**config.mk**
```make
export PLATFORM = sky130hd
export DESIGN_NAME = flash_self_program_ctrl
export DESIGN_NICKNAME = d
export VERILOG_FILES = /design/src/logic/flash_prog_pkg.sv /design/src/logic/flash_self_program_ctrl.sv
export SDC_FILE = /design/constraint.sdc
export NUM_CORES = 1
export LEC_CHECK = 0
export ABC_CLOCK_PERIOD_IN_PS = 7200
export BUFFER_PORTS_ARGS = -buffer_cell sky130_fd_sc_hd__buf_2
export CAP_MARGIN = 20
export CORE_MARGIN = 10
export CORE_UTILIZATION = 30
export CTS_BUF_LIST = sky130_fd_sc_hd__clkbuf_2 sky130_fd_sc_hd__clkbuf_4 sky130_fd_sc_hd__clkbuf_8
export DETAILED_ROUTE_END_ITERATION = 7
export GPL_TIMING_DRIVEN = 1
export PLACE_DENSITY = 0.55
export SLEW_MARGIN = 40
export SYNTH_ARGS = -nofsm -noshare
export SYNTH_HDL_FRONTEND = slang
export SYNTH_SLANG_ARGS = --single-unit
```
**constraint.sdc**
```tcl
create_clock -name clk_sys -period 7.2 [get_ports clk_sys]
set_input_delay 0.36 -clock clk_sys [delete_from_list [all_inputs] [get_ports clk_sys]]
set_output_delay 0.36 -clock clk_sys [all_outputs]
set_load 0.01 [all_outputs]
```
**src/logic/flash_prog_pkg.sv**
```systemverilog
// constants and carrier types for the flash self-programming controller
// Operation
// - flash words are 16 bits, RAM bytes 8; transfers pass through the byte latch
// - flash programming happens only as 64-byte rows from holding registers
// - self erase clears 1024-byte blocks, nothing smaller
// - user code has no way to start a whole-memory erase
// - instruction fetch stalls while program or erase runs
// - an internal timer ends every program and erase operation
// - any value may be stored; undecodable fetched words execute as no-op
// - table store writes the latch byte into a holding register only
// - table operations address bytes; no word alignment is needed
// - the unlock port stores nothing and reads as zero
// - erase select makes next start erase; erase completion clears it
// - operations proceed only with write-allow set; cleared at power-up
// - fault flag sets with start, clears when timer expires on completion
// - fault flag stays set after reset mid-operation or improper start
// - start bit is set-only by software, cleared by hardware on completion
// - pointer is 22 bits from three bytes; top bit selects config space
// - automatic pointer steps change only the low 21 bits
// - table read uses all 22 pointer bits to pick the byte
// - table store picks holding register with pointer bits 5..0
// - row program uses pointer bits 20..6 as the row address
// - erase uses pointer bits 20..10, ignoring bits 9..0
// - pointer modes: unchanged, post-increment, post-decrement, pre-increment
// - holding registers keep contents after programming; software rewrites them
package flash_prog_pkg;

   // register indices on the special-function register port
   localparam logic [2:0] IDX_CONTROL = 3'h0;
   localparam logic [2:0] IDX_LATCH = 3'h1;
   localparam logic [2:0] IDX_UNLOCK = 3'h2;
   localparam logic [2:0] IDX_PTR_LOW = 3'h3;
   localparam logic [2:0] IDX_PTR_HIGH = 3'h4;
   localparam logic [2:0] IDX_PTR_UPPER = 3'h5;

   // control register bit positions
   localparam int BIT_START = 1;
   localparam int BIT_ALLOW = 2;
   localparam int BIT_FAULT = 3;
   localparam int BIT_ERASE_SEL = 4;

   // reset values
   localparam logic [7:0] LATCH_RST = 8'h00;
   localparam logic [21:0] PTR_RST = 22'h000000;

   // unlock keys and no-op word
   localparam logic [7:0] UNLOCK_KEY1 = 8'h55;
   localparam logic [7:0] UNLOCK_KEY2 = 8'hAA;
   localparam logic [15:0] NOP_WORD = 16'h0000;

   // geometry
   localparam int PTR_W = 22;
   localparam int ADDR_W = 21;
   localparam int ROW_BYTES = 64;
   localparam int BLOCK_BYTES = 1024;

   // timing: clock rate and self-timed operation lengths
   localparam int CLK_MHZ = 125;
   localparam int PROG_TIME_US = 1000;
   localparam int ERASE_TIME_US = 2000;
   localparam int PROG_CYCLES = PROG_TIME_US * CLK_MHZ;
   localparam int ERASE_CYCLES = ERASE_TIME_US * CLK_MHZ;

   // pointer handling of a table operation
   typedef enum logic [1:0] {
      PTR_KEEP,
      PTR_POST_INC,
      PTR_POST_DEC,
      PTR_PRE_INC
   } ptr_mode_e;

   // table instruction issued by the core
   typedef struct packed {
      logic req;
      logic store;
      ptr_mode_e mode;
   } tbl_cmd_s;

   // byte write into the flash array during a row program
   typedef struct packed {
      logic en;
      logic [20:0] addr;
      logic [7:0] data;
   } fl_wr_s;

endpackage : flash_prog_pkg

```
**src/logic/flash_self_program_ctrl.sv**
```systemverilog
// flash self-programming controller: table pointer, latch, holding rows, timed program/erase
`timescale 1ns/100ps
module flash_self_program_ctrl #(
   parameter int unsigned PROG_CYCLES = flash_prog_pkg::PROG_CYCLES,
   parameter int unsigned ERASE_CYCLES = flash_prog_pkg::ERASE_CYCLES
) (
   input wire logic clk_sys,
   input wire logic srst,
   input wire logic por,
   input wire logic sfr_wr,
   input wire logic sfr_rd,
   input wire logic [2:0] sfr_idx,
   input wire logic [7:0] sfr_wdata,
   output logic [7:0] sfr_rdata,
   input wire flash_prog_pkg::tbl_cmd_s tbl_cmd,
   output logic tbl_done,
   output logic fl_rd_en,
   output logic [20:0] fl_rd_word,
   input wire logic [15:0] fl_rdata,
   output flash_prog_pkg::fl_wr_s fl_wr,
   output logic fl_erase_en,
   output logic [10:0] fl_erase_blk,
   input wire logic [15:0] fetch_word,
   input wire logic fetch_decodable,
   output logic [15:0] fetch_word_out,
   output logic fetch_stall
);

   typedef enum logic [1:0] {ST_IDLE, ST_LOAD, ST_ERASE, ST_TIME} op_state_e;

   op_state_e state_r;
   logic [21:0] ptr_r;
   logic [7:0] latch_r;
   logic [7:0] hold_r [0:flash_prog_pkg::ROW_BYTES-1];
   logic start_r;
   logic allow_r;
   logic fault_r;
   logic erase_sel_r;
   logic op_erase_r;
   logic key1_seen_r;
   logic armed_r;
   logic [5:0] idx_r;
   logic [14:0] row_r;
   logic [31:0] timer_r;
   logic [1:0] rd_pend_r;
   logic rd_byte_sel_r;
   logic [21:0] eff_ptr;
   logic ctrl_wr;
   logic start_req;
   logic go;
   logic done;

   // pointer step touching only the low 21 bits
   function automatic logic [21:0] ptr_step(input logic [21:0] p, input logic up);
      logic [20:0] low;
      low = up ? p[20:0] + 21'h000001 : p[20:0] - 21'h000001;
      return {p[21], low};
   endfunction : ptr_step

   // address used by the current table op; pre-increment steps first
   assign eff_ptr = (tbl_cmd.mode == flash_prog_pkg::PTR_PRE_INC) ? ptr_step(ptr_r, 1'b1)
                    : ptr_r;
   assign ctrl_wr = sfr_wr && (sfr_idx == flash_prog_pkg::IDX_CONTROL) && (state_r == ST_IDLE);
   assign start_req = ctrl_wr && sfr_wdata[flash_prog_pkg::BIT_START];
   // only a keyed start with write-allow launches; anything else is refused
   assign go = start_req && armed_r && sfr_wdata[flash_prog_pkg::BIT_ALLOW];
   assign done = (state_r == ST_TIME) && (timer_r == 32'h00000000);

   // unlock sequence: 55h then AAh back to back on the unlock port
   always_ff @(posedge clk_sys) begin
      if (srst) begin
         key1_seen_r <= 1'b0;
         armed_r <= 1'b0;
      end else if (sfr_wr && sfr_idx == flash_prog_pkg::IDX_UNLOCK) begin
         key1_seen_r <= (sfr_wdata == flash_prog_pkg::UNLOCK_KEY1);
         armed_r <= key1_seen_r && (sfr_wdata == flash_prog_pkg::UNLOCK_KEY2);
      end else if (sfr_wr) begin
         // any other write breaks the sequence; the key is single-use
         key1_seen_r <= 1'b0;
         armed_r <= 1'b0;
      end
   end

   // control bits; no bulk erase code exists in this register
   always_ff @(posedge clk_sys) begin
      if (srst) begin
         start_r <= 1'b0;
         allow_r <= 1'b0;
         erase_sel_r <= 1'b0;
      end else if (done) begin
         start_r <= 1'b0;
         if (op_erase_r) begin
            erase_sel_r <= 1'b0;
         end
      end else if (ctrl_wr) begin
         allow_r <= sfr_wdata[flash_prog_pkg::BIT_ALLOW];
         erase_sel_r <= sfr_wdata[flash_prog_pkg::BIT_ERASE_SEL];
         if (go) begin
            start_r <= 1'b1; // writing zero leaves it alone
         end
      end
   end

   // fault flag survives a reset that cuts an operation short
   always_ff @(posedge clk_sys) begin
      if (por) begin
         fault_r <= 1'b0;
      end else if (srst) begin
         fault_r <= fault_r | (state_r != ST_IDLE);
      end else if (go || start_req) begin
         fault_r <= 1'b1;
      end else if (done) begin
         fault_r <= 1'b0;
      end else if (ctrl_wr) begin
         fault_r <= sfr_wdata[flash_prog_pkg::BIT_FAULT];
      end
   end

   // self-timed operation sequencer
   always_ff @(posedge clk_sys) begin
      if (srst) begin
         state_r <= ST_IDLE;
         op_erase_r <= 1'b0;
         idx_r <= 6'h00;
         row_r <= 15'h0000;
         timer_r <= 32'h00000000;
      end else begin
         unique case (state_r)
            ST_IDLE: begin
               if (go) begin
                  op_erase_r <= sfr_wdata[flash_prog_pkg::BIT_ERASE_SEL];
                  row_r <= ptr_r[20:6];
                  idx_r <= 6'h00;
                  state_r <= sfr_wdata[flash_prog_pkg::BIT_ERASE_SEL] ? ST_ERASE : ST_LOAD;
               end
            end
            ST_LOAD: begin
               idx_r <= idx_r + 6'h01;
               if (idx_r == 6'h3F) begin
                  timer_r <= PROG_CYCLES - 32'h00000001;
                  state_r <= ST_TIME;
               end
            end
            ST_ERASE: begin
               timer_r <= ERASE_CYCLES - 32'h00000001;
               state_r <= ST_TIME;
            end
            ST_TIME: begin
               if (done) begin
                  state_r <= ST_IDLE;
               end else begin
                  timer_r <= timer_r - 32'h00000001;
               end
            end
         endcase
      end
   end

   // flash write and erase strobes; a row is streamed one byte per cycle
   always_ff @(posedge clk_sys) begin
      if (srst) begin
         fl_wr <= '0;
         fl_erase_en <= 1'b0;
         fl_erase_blk <= 11'h000;
      end else begin
         fl_wr.en <= (state_r == ST_LOAD);
         fl_wr.addr <= {row_r, idx_r};
         fl_wr.data <= hold_r[idx_r];
         fl_erase_en <= (state_r == ST_ERASE);
         if (state_r == ST_IDLE && go) begin
            fl_erase_blk <= ptr_r[20:10];
         end
      end
   end

   // fetch is held while flash is busy; stall must cover the whole op
   always_ff @(posedge clk_sys) begin
      if (srst) begin
         fetch_stall <= 1'b0;
      end else if (go) begin
         fetch_stall <= 1'b1;
      end else if (done) begin
         fetch_stall <= 1'b0;
      end
   end

   // undecodable words go to the core as a no-op
   always_ff @(posedge clk_sys) begin
      if (srst) begin
         fetch_word_out <= flash_prog_pkg::NOP_WORD;
      end else begin
         fetch_word_out <= fetch_decodable ? fetch_word : flash_prog_pkg::NOP_WORD;
      end
   end

   // holding registers are never cleared by hardware
   always_ff @(posedge clk_sys) begin
      if (tbl_cmd.req && tbl_cmd.store && state_r == ST_IDLE) begin
         hold_r[eff_ptr[5:0]] <= latch_r;
      end
   end

   // table pointer: written bytewise or stepped by table ops
   always_ff @(posedge clk_sys) begin
      if (srst) begin
         ptr_r <= flash_prog_pkg::PTR_RST;
      end else if (tbl_cmd.req && state_r == ST_IDLE) begin
         unique case (tbl_cmd.mode)
            flash_prog_pkg::PTR_KEEP: ptr_r <= ptr_r;
            flash_prog_pkg::PTR_POST_INC: ptr_r <= ptr_step(ptr_r, 1'b1);
            flash_prog_pkg::PTR_POST_DEC: ptr_r <= ptr_step(ptr_r, 1'b0);
            flash_prog_pkg::PTR_PRE_INC: ptr_r <= eff_ptr;
         endcase
      end else if (sfr_wr) begin
         unique case (sfr_idx)
            flash_prog_pkg::IDX_PTR_LOW: ptr_r[7:0] <= sfr_wdata;
            flash_prog_pkg::IDX_PTR_HIGH: ptr_r[15:8] <= sfr_wdata;
            flash_prog_pkg::IDX_PTR_UPPER: ptr_r[21:16] <= sfr_wdata[5:0];
            default: ptr_r <= ptr_r;
         endcase
      end
   end

   // table read: word fetch, one cycle flash latency, then byte pick
   always_ff @(posedge clk_sys) begin
      if (srst) begin
         fl_rd_en <= 1'b0;
         fl_rd_word <= 21'h000000;
         rd_pend_r <= 2'b00;
         rd_byte_sel_r <= 1'b0;
         tbl_done <= 1'b0;
      end else begin
         fl_rd_en <= tbl_cmd.req && !tbl_cmd.store && state_r == ST_IDLE;
         rd_pend_r <= {rd_pend_r[0], tbl_cmd.req && !tbl_cmd.store && state_r == ST_IDLE};
         tbl_done <= rd_pend_r[1] || (tbl_cmd.req && tbl_cmd.store && state_r == ST_IDLE);
         if (tbl_cmd.req && state_r == ST_IDLE) begin
            fl_rd_word <= eff_ptr[21:1];
            rd_byte_sel_r <= eff_ptr[0];
         end
      end
   end

   // byte latch; a returning read wins over a register write
   always_ff @(posedge clk_sys) begin
      if (srst) begin
         latch_r <= flash_prog_pkg::LATCH_RST;
      end else if (rd_pend_r[1]) begin
         latch_r <= rd_byte_sel_r ? fl_rdata[15:8] : fl_rdata[7:0];
      end else if (sfr_wr && sfr_idx == flash_prog_pkg::IDX_LATCH) begin
         latch_r <= sfr_wdata;
      end
   end

   // register read port, one cycle after the strobe
   always_ff @(posedge clk_sys) begin
      if (srst) begin
         sfr_rdata <= 8'h00;
      end else if (sfr_rd) begin
         unique case (sfr_idx)
            flash_prog_pkg::IDX_CONTROL:
               sfr_rdata <= {3'h0, erase_sel_r, fault_r, allow_r, start_r, 1'b0};
            flash_prog_pkg::IDX_LATCH: sfr_rdata <= latch_r;
            flash_prog_pkg::IDX_PTR_LOW: sfr_rdata <= ptr_r[7:0];
            flash_prog_pkg::IDX_PTR_HIGH: sfr_rdata <= ptr_r[15:8];
            flash_prog_pkg::IDX_PTR_UPPER: sfr_rdata <= {2'h0, ptr_r[21:16]};
            default: sfr_rdata <= 8'h00;
         endcase
      end
   end

   // checks
   a_start_needs_key: assert property (@(posedge clk_sys) disable iff (srst)
      $rose(start_r) |-> $past(armed_r) && $past(sfr_wdata[flash_prog_pkg::BIT_ALLOW]))
      else $error("start accepted without unlock or write allow");
   a_stall_tracks_op: assert property (@(posedge clk_sys) disable iff (srst)
      (state_r != ST_IDLE) == fetch_stall)
      else $error("fetch stall does not match busy flash");
   a_row_len_64: assert property (@(posedge clk_sys) disable iff (srst)
      (state_r == ST_LOAD && idx_r == 6'h3F) |=> state_r == ST_TIME && fl_wr.en
      && fl_wr.addr[5:0] == 6'h3F)
      else $error("row load not 64 bytes");
   a_fault_on_start: assert property (@(posedge clk_sys) disable iff (srst)
      start_req |=> fault_r)
      else $error("fault flag not set by start");
   a_done_clears: assert property (@(posedge clk_sys) disable iff (srst)
      done |=> !start_r && !fault_r && state_r == ST_IDLE)
      else $error("completion did not clear start and fault");
   a_erase_sel_done: assert property (@(posedge clk_sys) disable iff (srst)
      (done && op_erase_r) |=> !erase_sel_r)
      else $error("erase select not cleared");
   a_ptr_top_kept: assert property (@(posedge clk_sys) disable iff (srst)
      (tbl_cmd.req && state_r == ST_IDLE) |=> ptr_r[21] == $past(ptr_r[21]))
      else $error("pointer top bit changed by table op");
   a_unlock_reads_zero: assert property (@(posedge clk_sys) disable iff (srst)
      (sfr_rd && sfr_idx == flash_prog_pkg::IDX_UNLOCK) |=> sfr_rdata == 8'h00)
      else $error("unlock port read not zero");
   a_store_target: assert property (@(posedge clk_sys) disable iff (srst)
      (tbl_cmd.req && tbl_cmd.store && state_r == ST_IDLE)
      |=> hold_r[$past(eff_ptr[5:0])] == $past(latch_r))
      else $error("table store hit wrong holding register");
   a_nop_fetch: assert property (@(posedge clk_sys) disable iff (srst)
      !fetch_decodable |=> fetch_word_out == flash_prog_pkg::NOP_WORD)
      else $error("undecodable word not replaced by no-op");
   a_read_latency: assert property (@(posedge clk_sys) disable iff (srst)
      (tbl_cmd.req && !tbl_cmd.store && state_r == ST_IDLE) |=> fl_rd_en ##2 tbl_done)
      else $error("table read timing broken");
   // targets are frozen at start, so pointer writes during an op cannot move them
   a_erase_blk_latch: assert property (@(posedge clk_sys) disable iff (srst)
      go |=> fl_erase_blk == $past(ptr_r[20:10]))
      else $error("erase block not taken from pointer bits 20 to 10");
   a_row_addr_latch: assert property (@(posedge clk_sys) disable iff (srst)
      go |=> row_r == $past(ptr_r[20:6]))
      else $error("row address not taken from pointer bits 20 to 6");
   a_erase_one_pulse: assert property (@(posedge clk_sys) disable iff (srst)
      fl_erase_en |-> op_erase_r && !fl_wr.en ##1 !fl_erase_en)
      else $error("erase strobe not a single block pulse");
   a_flash_busy_stall: assert property (@(posedge clk_sys) disable iff (srst)
      (fl_wr.en || fl_erase_en) |-> fetch_stall)
      else $error("flash written or erased while fetch runs");
   a_refused_start: assert property (@(posedge clk_sys) disable iff (srst)
      (start_req && !go) |=> state_r == ST_IDLE && !start_r && !fetch_stall)
      else $error("refused start launched an operation");
   a_allow_needed: assert property (@(posedge clk_sys) disable iff (srst)
      (ctrl_wr && !sfr_wdata[flash_prog_pkg::BIT_ALLOW]) |=> state_r == ST_IDLE)
      else $error("operation started without write allow");
   a_timer_runs_out: assert property (@(posedge clk_sys) disable iff (srst)
      (state_r == ST_TIME && timer_r != 32'h00000000) |=> state_r == ST_TIME)
      else $error("timed operation ended before the timer expired");
   a_ptr_post_dec: assert property (@(posedge clk_sys) disable iff (srst)
      (tbl_cmd.req && state_r == ST_IDLE && tbl_cmd.mode == flash_prog_pkg::PTR_POST_DEC)
      |=> ptr_r[20:0] == $past(ptr_r[20:0]) - 21'h000001)
      else $error("post-decrement did not step the pointer down");
   a_fault_kept_reset: assert property (@(posedge clk_sys)
      (srst && !por && (fault_r || state_r != ST_IDLE)) |=> fault_r)
      else $error("fault flag lost across a plain reset");
   a_store_no_flash: assert property (@(posedge clk_sys) disable iff (srst)
      (tbl_cmd.req && tbl_cmd.store && state_r == ST_IDLE) |=> !fl_wr.en)
      else $error("table store reached the flash array");

   c_program_done: cover property (@(posedge clk_sys) disable iff (srst) done && !op_erase_r);
   c_erase_done: cover property (@(posedge clk_sys) disable iff (srst) done && op_erase_r);
   c_bad_start: cover property (@(posedge clk_sys) disable iff (srst) start_req && !go);
   c_table_read: cover property (@(posedge clk_sys) disable iff (srst) rd_pend_r[1]);
   c_reset_mid_op: cover property (@(posedge clk_sys) srst && !por && state_r != ST_IDLE);

endmodule : flash_self_program_ctrl

```
==> flow_summary.ini, run 1 <==
[run_status]
status = finished, final reports clean

[timing]
hold_violations = 0
worst_pin_slew_ns = 0.869
fin_tns_setup_ns = 0
period_share_pct = 50.5
maxSlewViolCount = 0
slew_headroom_pct = 41.9
fmax_ghz = 0.275
fin_ws_ns = 3.56
rsz0062_at_grt = no
min_period_ns = 3.64
fin_skew_ns = 0.0417
setup_violations = 0

[clock_network]
cts_tree = done
htreeDepth = 3
cts_buffer_depth = 3
numClockSinks = 685
cts_buffers = 106
clkTransAtPathRegs_ns = 0.06
cts_resized = 0
worst_skew_pair.late_latency_ns = 0.71
root_buffer = clkbuf_8

[grt]
grt_max_degree = 75
grt_usage_pct = 14.8
antenna_found_initial = 4
grt_pass1_vias = 17358
grt_pass1_wl_um = 119000
overflow = 0

[route]
drt-met1-wl_um = 33200
routed_via_density = 5.08
wl_um = 80800
met2_length_um = 39200
wl_per_cell_um = 24.0
drtIter0Drc = 1853
firstDrtPassIters = 6
met3_length_um = 6190
vias = 17100
highest_layer = met5
ant_nets = 0
drcViolationCount = 0

[layout]
final_core_util_pct = 35.5
fill_cells = 8728
drive_above_1_share_pct = 25.7
final_area_sq_mm = 0.0327
fin_nets = 2090
syn_to_final_growth_pct = 16.7

[floorplanning]
start_util_pct = 30.4
core_area_sq_mm = 0.0921
die_area_sq_mm = 0.106
die_y_um = 325
die_w_um = 325
num_io_pins = 143
num_rows = 111

[synth]
synth_area_leaders = edfxtp_1 55%, mux4_2 12%, dfxtp_1 12%, nor2_1 2.6%, nand2_1 1.5%
synth_seq_area_share_pct = 67.3
synth_xor_area_share_pct = 1.32
synthArstFlopShare_pct = 0
ys.flop_type = edfxtp_1
synth.top_cell.area_share_pct = 55.0
post_synth.cell_area_avg_sq_um = 15.1
synthAdderAreaFrac_pct = 0.447
synth_cell_types = 70
yosysMostFrequentCell = edfxtp_1
synth_top_family_by_area = multiplexers
synth_edf_count = 512
syn-cell-area_sq_mm = 0.0280
yosys_warnings = 0
synth_simple_gate_area_share_pct = 9.21
syn-num-nets = 1919
yosysTopAreaCell = edfxtp_1
synth_mux_area_share_pct = 13.3
synth-compound-area-share_pct = 6.18
syn_inst = 1856
ys_seq_elements = 685
synth_common_cells = 512 x edfxtp_1, 191 x nor2_1, 173 x dfxtp_1, 154 x mux4_2, 109 x nand2_1

[critical_path]
r2r_cells = 7
start_kind = flip-flop
slowest_stage = nor2_1
cp_cell_sequence = inv_1 > ha_1 > and2_2 > buf_4 > and3_1 > nand2_1 > nor2_1
slowest_delay_ns = 0.75
critPathTopFamily = simple AND/OR/NAND/NOR gates
cp.required_ns = 7.53
crit_cells = 7
arrival_ns = 3.96
worstSetupEndpointType = flip-flop
criticalPathCategory = reg2reg
cp.buffers_inverters = 2
crit_path_max_fanout = 60

[pwr]
p_per_area_mw_per_mm2 = 250
power.leakage_nw = 9.96
finalPower_mw = 8.17
ir_worst_vdd_uv = 129

[hold_path]
hold_path.class = in2reg
hold_depth = 3

[placed_design]
dp_slack_ns = 3.59
detailed_place.area_sq_mm = 0.0301
hpwl_um = 53000
io_buffers = 142
globalplace.congestion = 0.867

[job]
drv_cap = 0
[state kept, by name (all words and copies together) (netlist names), 2 cells and up]
register / flops
hold_r: 512
timer_r: 32
fl_wr: 30
ptr_r: 22
fl_rd_word: 21
fetch_word_out: 16
row_r: 15
latch_r: 8
sfr_rdata: 8
idx_r: 6
rd_pend_r: 2
state_r: 2
[where the power goes]
part	internal [mW]	leakage [nW]	total (mW)	switching, mW
registers	4.26	5.52	4.32	0.0626
clock network	1.98	1.24	3.53	1.56
logic	0.110	3.20	0.314	0.204
total	6.34	9.96	8.17	1.82
[cells in the final DEF, fill, tap and decap left out, types with 23 or more instances in the layout]
cell      count
edfxtp_1    512
nor2_1      191
dfxtp_1     161
mux4_2      154
buf_2       141
clkbuf_8    120
nand2_1     109
a21oi_1      73
nand3_1      39
a211oi_1     39
o21ai_0      38
nor2b_1      36
nor3_1       30
clkbuf_4     29
and2_1       26
clkinv_2     23
[final timing paths]
check / from / endpoint / slack, ns
worst max-delay path: state_r[0] / hold_r[32][4] / 3.56
worst min register to register: row_r[2] / row_r[2] / 0.46
worst max register to register: state_r[0] / hold_r[32][4] / 3.56
worst min-delay path: sfr_wdata[3] / fault_r / 0.11
[worst reg2reg max path: cells and delay by family (launching register included)]
kind | cells | cell delay, ns
flops | 1 | 0.34
buf+inv | 2 | 0.62
simple gates | 4 | 1.86
fa+ha+maj | 1 | 0.44
[metal layers]
layer / GRT usage (%) / up-vias
li1: - / 7570
met1: 19.1 / 8622
met2: 24.3 / 751
met3: 3.22 / 153
met4: 5.04 / 4
met5: 0 / -
[kinds of logic after synthesis]
group,Yosys count
flip-flops,685
adder cells (fa/ha/maj),10
buffers and inverters,149
AO/OA/AOI/OAI,259
multiplexers,178
XOR/XNOR,42
AND/OR/NAND/NOR,533
[cell type report]
| type | count | area (sq um) | area share (%) |
|---|---|---|---|
| Clock inverter | 53 | 478 | 1.46 |
| Antenna cell | 1 | 2.50 | 0.00766 |
| Inverter | 21 | 78.8 | 0.241 |
| Multi-Input combinational cell | 1022 | 8540 | 26.2 |
| Clock buffer | 149 | 1870 | 5.73 |
| Tap cell | 1243 | 1560 | 4.76 |
| Sequential cell | 685 | 18900 | 57.8 |
| Timing Repair Buffer | 191 | 1250 | 3.82 |
[through the flow]
step | cells | hold WS (ns)
floorplan | 1856 | 0.432
global placement | 3132 | 0.447
detailed placement | 3139 | 0.447
CTS | 3363 | 0.0241
global route | 3365 | 0.0852
finish | 3365 | 0.112
[repair_timing]
item,in CTS,in global routing
setup buffers,0,0
hold buffers,22,0
hold endpoints to repair,33,0
Note: power is estimated with default switching activity, not from simulation.
==> inputs of run 2 (changes only) <==
- ABC_CLOCK_PERIOD_IN_PS: 7200 -> 3400
- clock period: 7.2 -> 3.4 ns (I/O delays scaled with it)
==> flow_summary.ini, run 2 (synthesis results as in run 1) <==
[grt]
use_met2_pct = 23.9
grt_max_degree = 66
grt.met1_usage_pct = 19.5
overflow = 0
grt_pass1_wl_um = 119000
grt_pass1_vias = 17803
busiest_layer = met2
antenna_found_initial = 1
use_met3_pct = 2.34
grt_usage_pct = 14.6

[floorplanning]
die_y_um = 325
start_util_pct = 30.4
die_w_um = 325
die_area_sq_mm = 0.106
core_area_sq_mm = 0.0921
num_io_pins = 143
num_rows = 111

[timing]
slew_headroom_pct = 47.8
fin_ws_ns = 0.183
rsz0062_at_grt = yes
setup_violations = 0
fin_skew_ns = 0.0425
period_share_pct = 94.6
maxSlewViolCount = 0
hold_violations = 0
worst_pin_slew_ns = 0.781
fmax_ghz = 0.311
min_period_ns = 3.22

[layout]
multi_input_area_sq_mm = 0.00852
final_area_sq_mm = 0.0335
fin_nets = 2213
fill_cells = 8777
final_common_cell = edfxtp_1
final_cell_mix = 512 x edfxtp_1, 191 x nor2_1, 161 x dfxtp_1, 154 x mux4_2, 141 x buf_2
syn_to_final_growth_pct = 19.9
final_core_util_pct = 36.4
largest_reg_flops = 512
drive_above_1_share_pct = 27.6
seq_area_sq_mm = 0.0189

[critical_path]
r2r-end = hold_r[20][7]
slowest_stage = nor2_1
worstSetupEndpointType = flip-flop
cp_cell_sequence = ha_1 > nand3_1 > or2_2 > xor2_1 > buf_4 > nor2b_1 > nand2_1 > nor2_1
cp.buffers_inverters = 1
reg2reg_from = ptr_r[0]
reg2reg_setup_slack_ns = 0.18
arrival_ns = 3.55
slowest_delay_ns = 0.61
start_kind = flip-flop
cp.required_ns = 3.73
critPathTopFamily = simple AND/OR/NAND/NOR gates
crit_path_max_fanout = 8
criticalPathCategory = reg2reg
r2r_cells = 8

[route]
wl_per_cell_um = 22.8
firstDrtPassIters = 6
drtIter0Drc = 1724
drcViolationCount = 0
ant_nets = 0
routed_via_density = 5.03
wl_um = 79400
vias = 17529

[pwr]
p_per_area_mw_per_mm2 = 519
power.leakage_nw = 10.5
ir_worst_vdd_uv = 289

[hold_path]
hold_depth = 4
holdCritStartpoint = sfr_idx[1]
hold_path_end = sfr_rdata[1]
hold_path.class = in2reg

[placed_design]
detailed_place.area_sq_mm = 0.0306
globalplace.congestion = 0.884
io_buffers = 142
hpwl_um = 52300
dp_slack_ns = 0.238

[job]
drv_cap = 0

[clock_network]
cts_tree = done
root_buffer = clkbuf_8
worst_skew_pair.late_latency_ns = 0.73
htreeDepth = 3
cts_buffer_depth = 3
clkTransAtPathRegs_ns = 0.06
cts_buffers = 109
numClockSinks = 685

[run_status]
status = finished, final reports clean
-- run 2: changes by cell type in the layout (fill, tap and decap cells not counted), moves of 2 or more --
cell	previous run	this run
buf_4	17	110
clkbuf_4	29	21
dfxtp_2	2	5
clkinv_1	16	25
bufinv_16	8	10
dlygate4sd3_1	22	54
buf_12	8	2
clkinv_2	23	19
dfxtp_4	10	7
-- run 2: worst reg2reg max path, delay by kind of cell, from the launching register on --
family	cells	cell delay, ns
fa+ha+maj	1	0.33
flops	1	0.45
buf+inv	1	0.23
simple gates	5	1.58
xor+xnor	1	0.26
-- run 2: how the worst max path moves through the flow --
stage                     start             to  slack (ns)  depth (start not counted)
finish                 ptr_r[0]  hold_r[20][7]        0.18                          8
global route           ptr_r[0]  hold_r[20][7]       -0.05                          8
detailed placement     ptr_r[0]  hold_r[11][5]        0.24                          8
global placement       ptr_r[0]   hold_r[8][6]        0.28                          8
floorplan              idx_r[0]       fl_wr[1]        0.71                          7
CTS                 timer_r[20]        fault_r        0.12                          7
-- run 2: routing by layer --
layer / wire length (um) / vias to the layer above
met5: 0 / -
met4: 2150 / 0
met3: 5100 / 134
met2: 38500 / 694
met1: 33700 / 8893
li1: - / 7808
-- run 2: power breakdown --
group	switching (mW)	internal, mW	leakage (nW)	total (mW)
registers	0.0831	9.02	5.51	9.10
clock network	3.32	4.22	1.22	7.55
logic	0.470	0.266	3.80	0.736
total	3.87	13.5	10.5	17.4
-- run 2: timing repair --
action / 4_1_cts / 5_1_grt
gates resized for setup: 0 / 1
hold buffers: 54 / 0
hold endpoints to repair: 71 / 0
buffers inserted: 0 / 0
setup endpoints to repair: 0 / 25
-- run 2: cell type report --
cell class	count	area share, %
diodes	1	0.00746
clock buffers	140	5.35
clock inverters	60	1.63
inverters	21	0.235
multi-input cells	1022	25.4
flip-flops and latches	685	56.3
well taps	1243	4.64
repair buffers	311	6.43
-- run 2: through the flow --
stage | power [mW] | hold WS, ns | setup TNS, ns | std cells
finish | 17.4 | 0.0626 | 0 | 3483
CTS | 17.6 | 0.00120 | 0 | 3482
global placement | 9.97 | 0.370 | 0 | 3228
floorplan | 9.64 | 0.249 | 0 | 1856
global route | 18.0 | 0.0860 | -0.765 | 3483
detailed placement | 9.97 | 0.373 | 0 | 3228
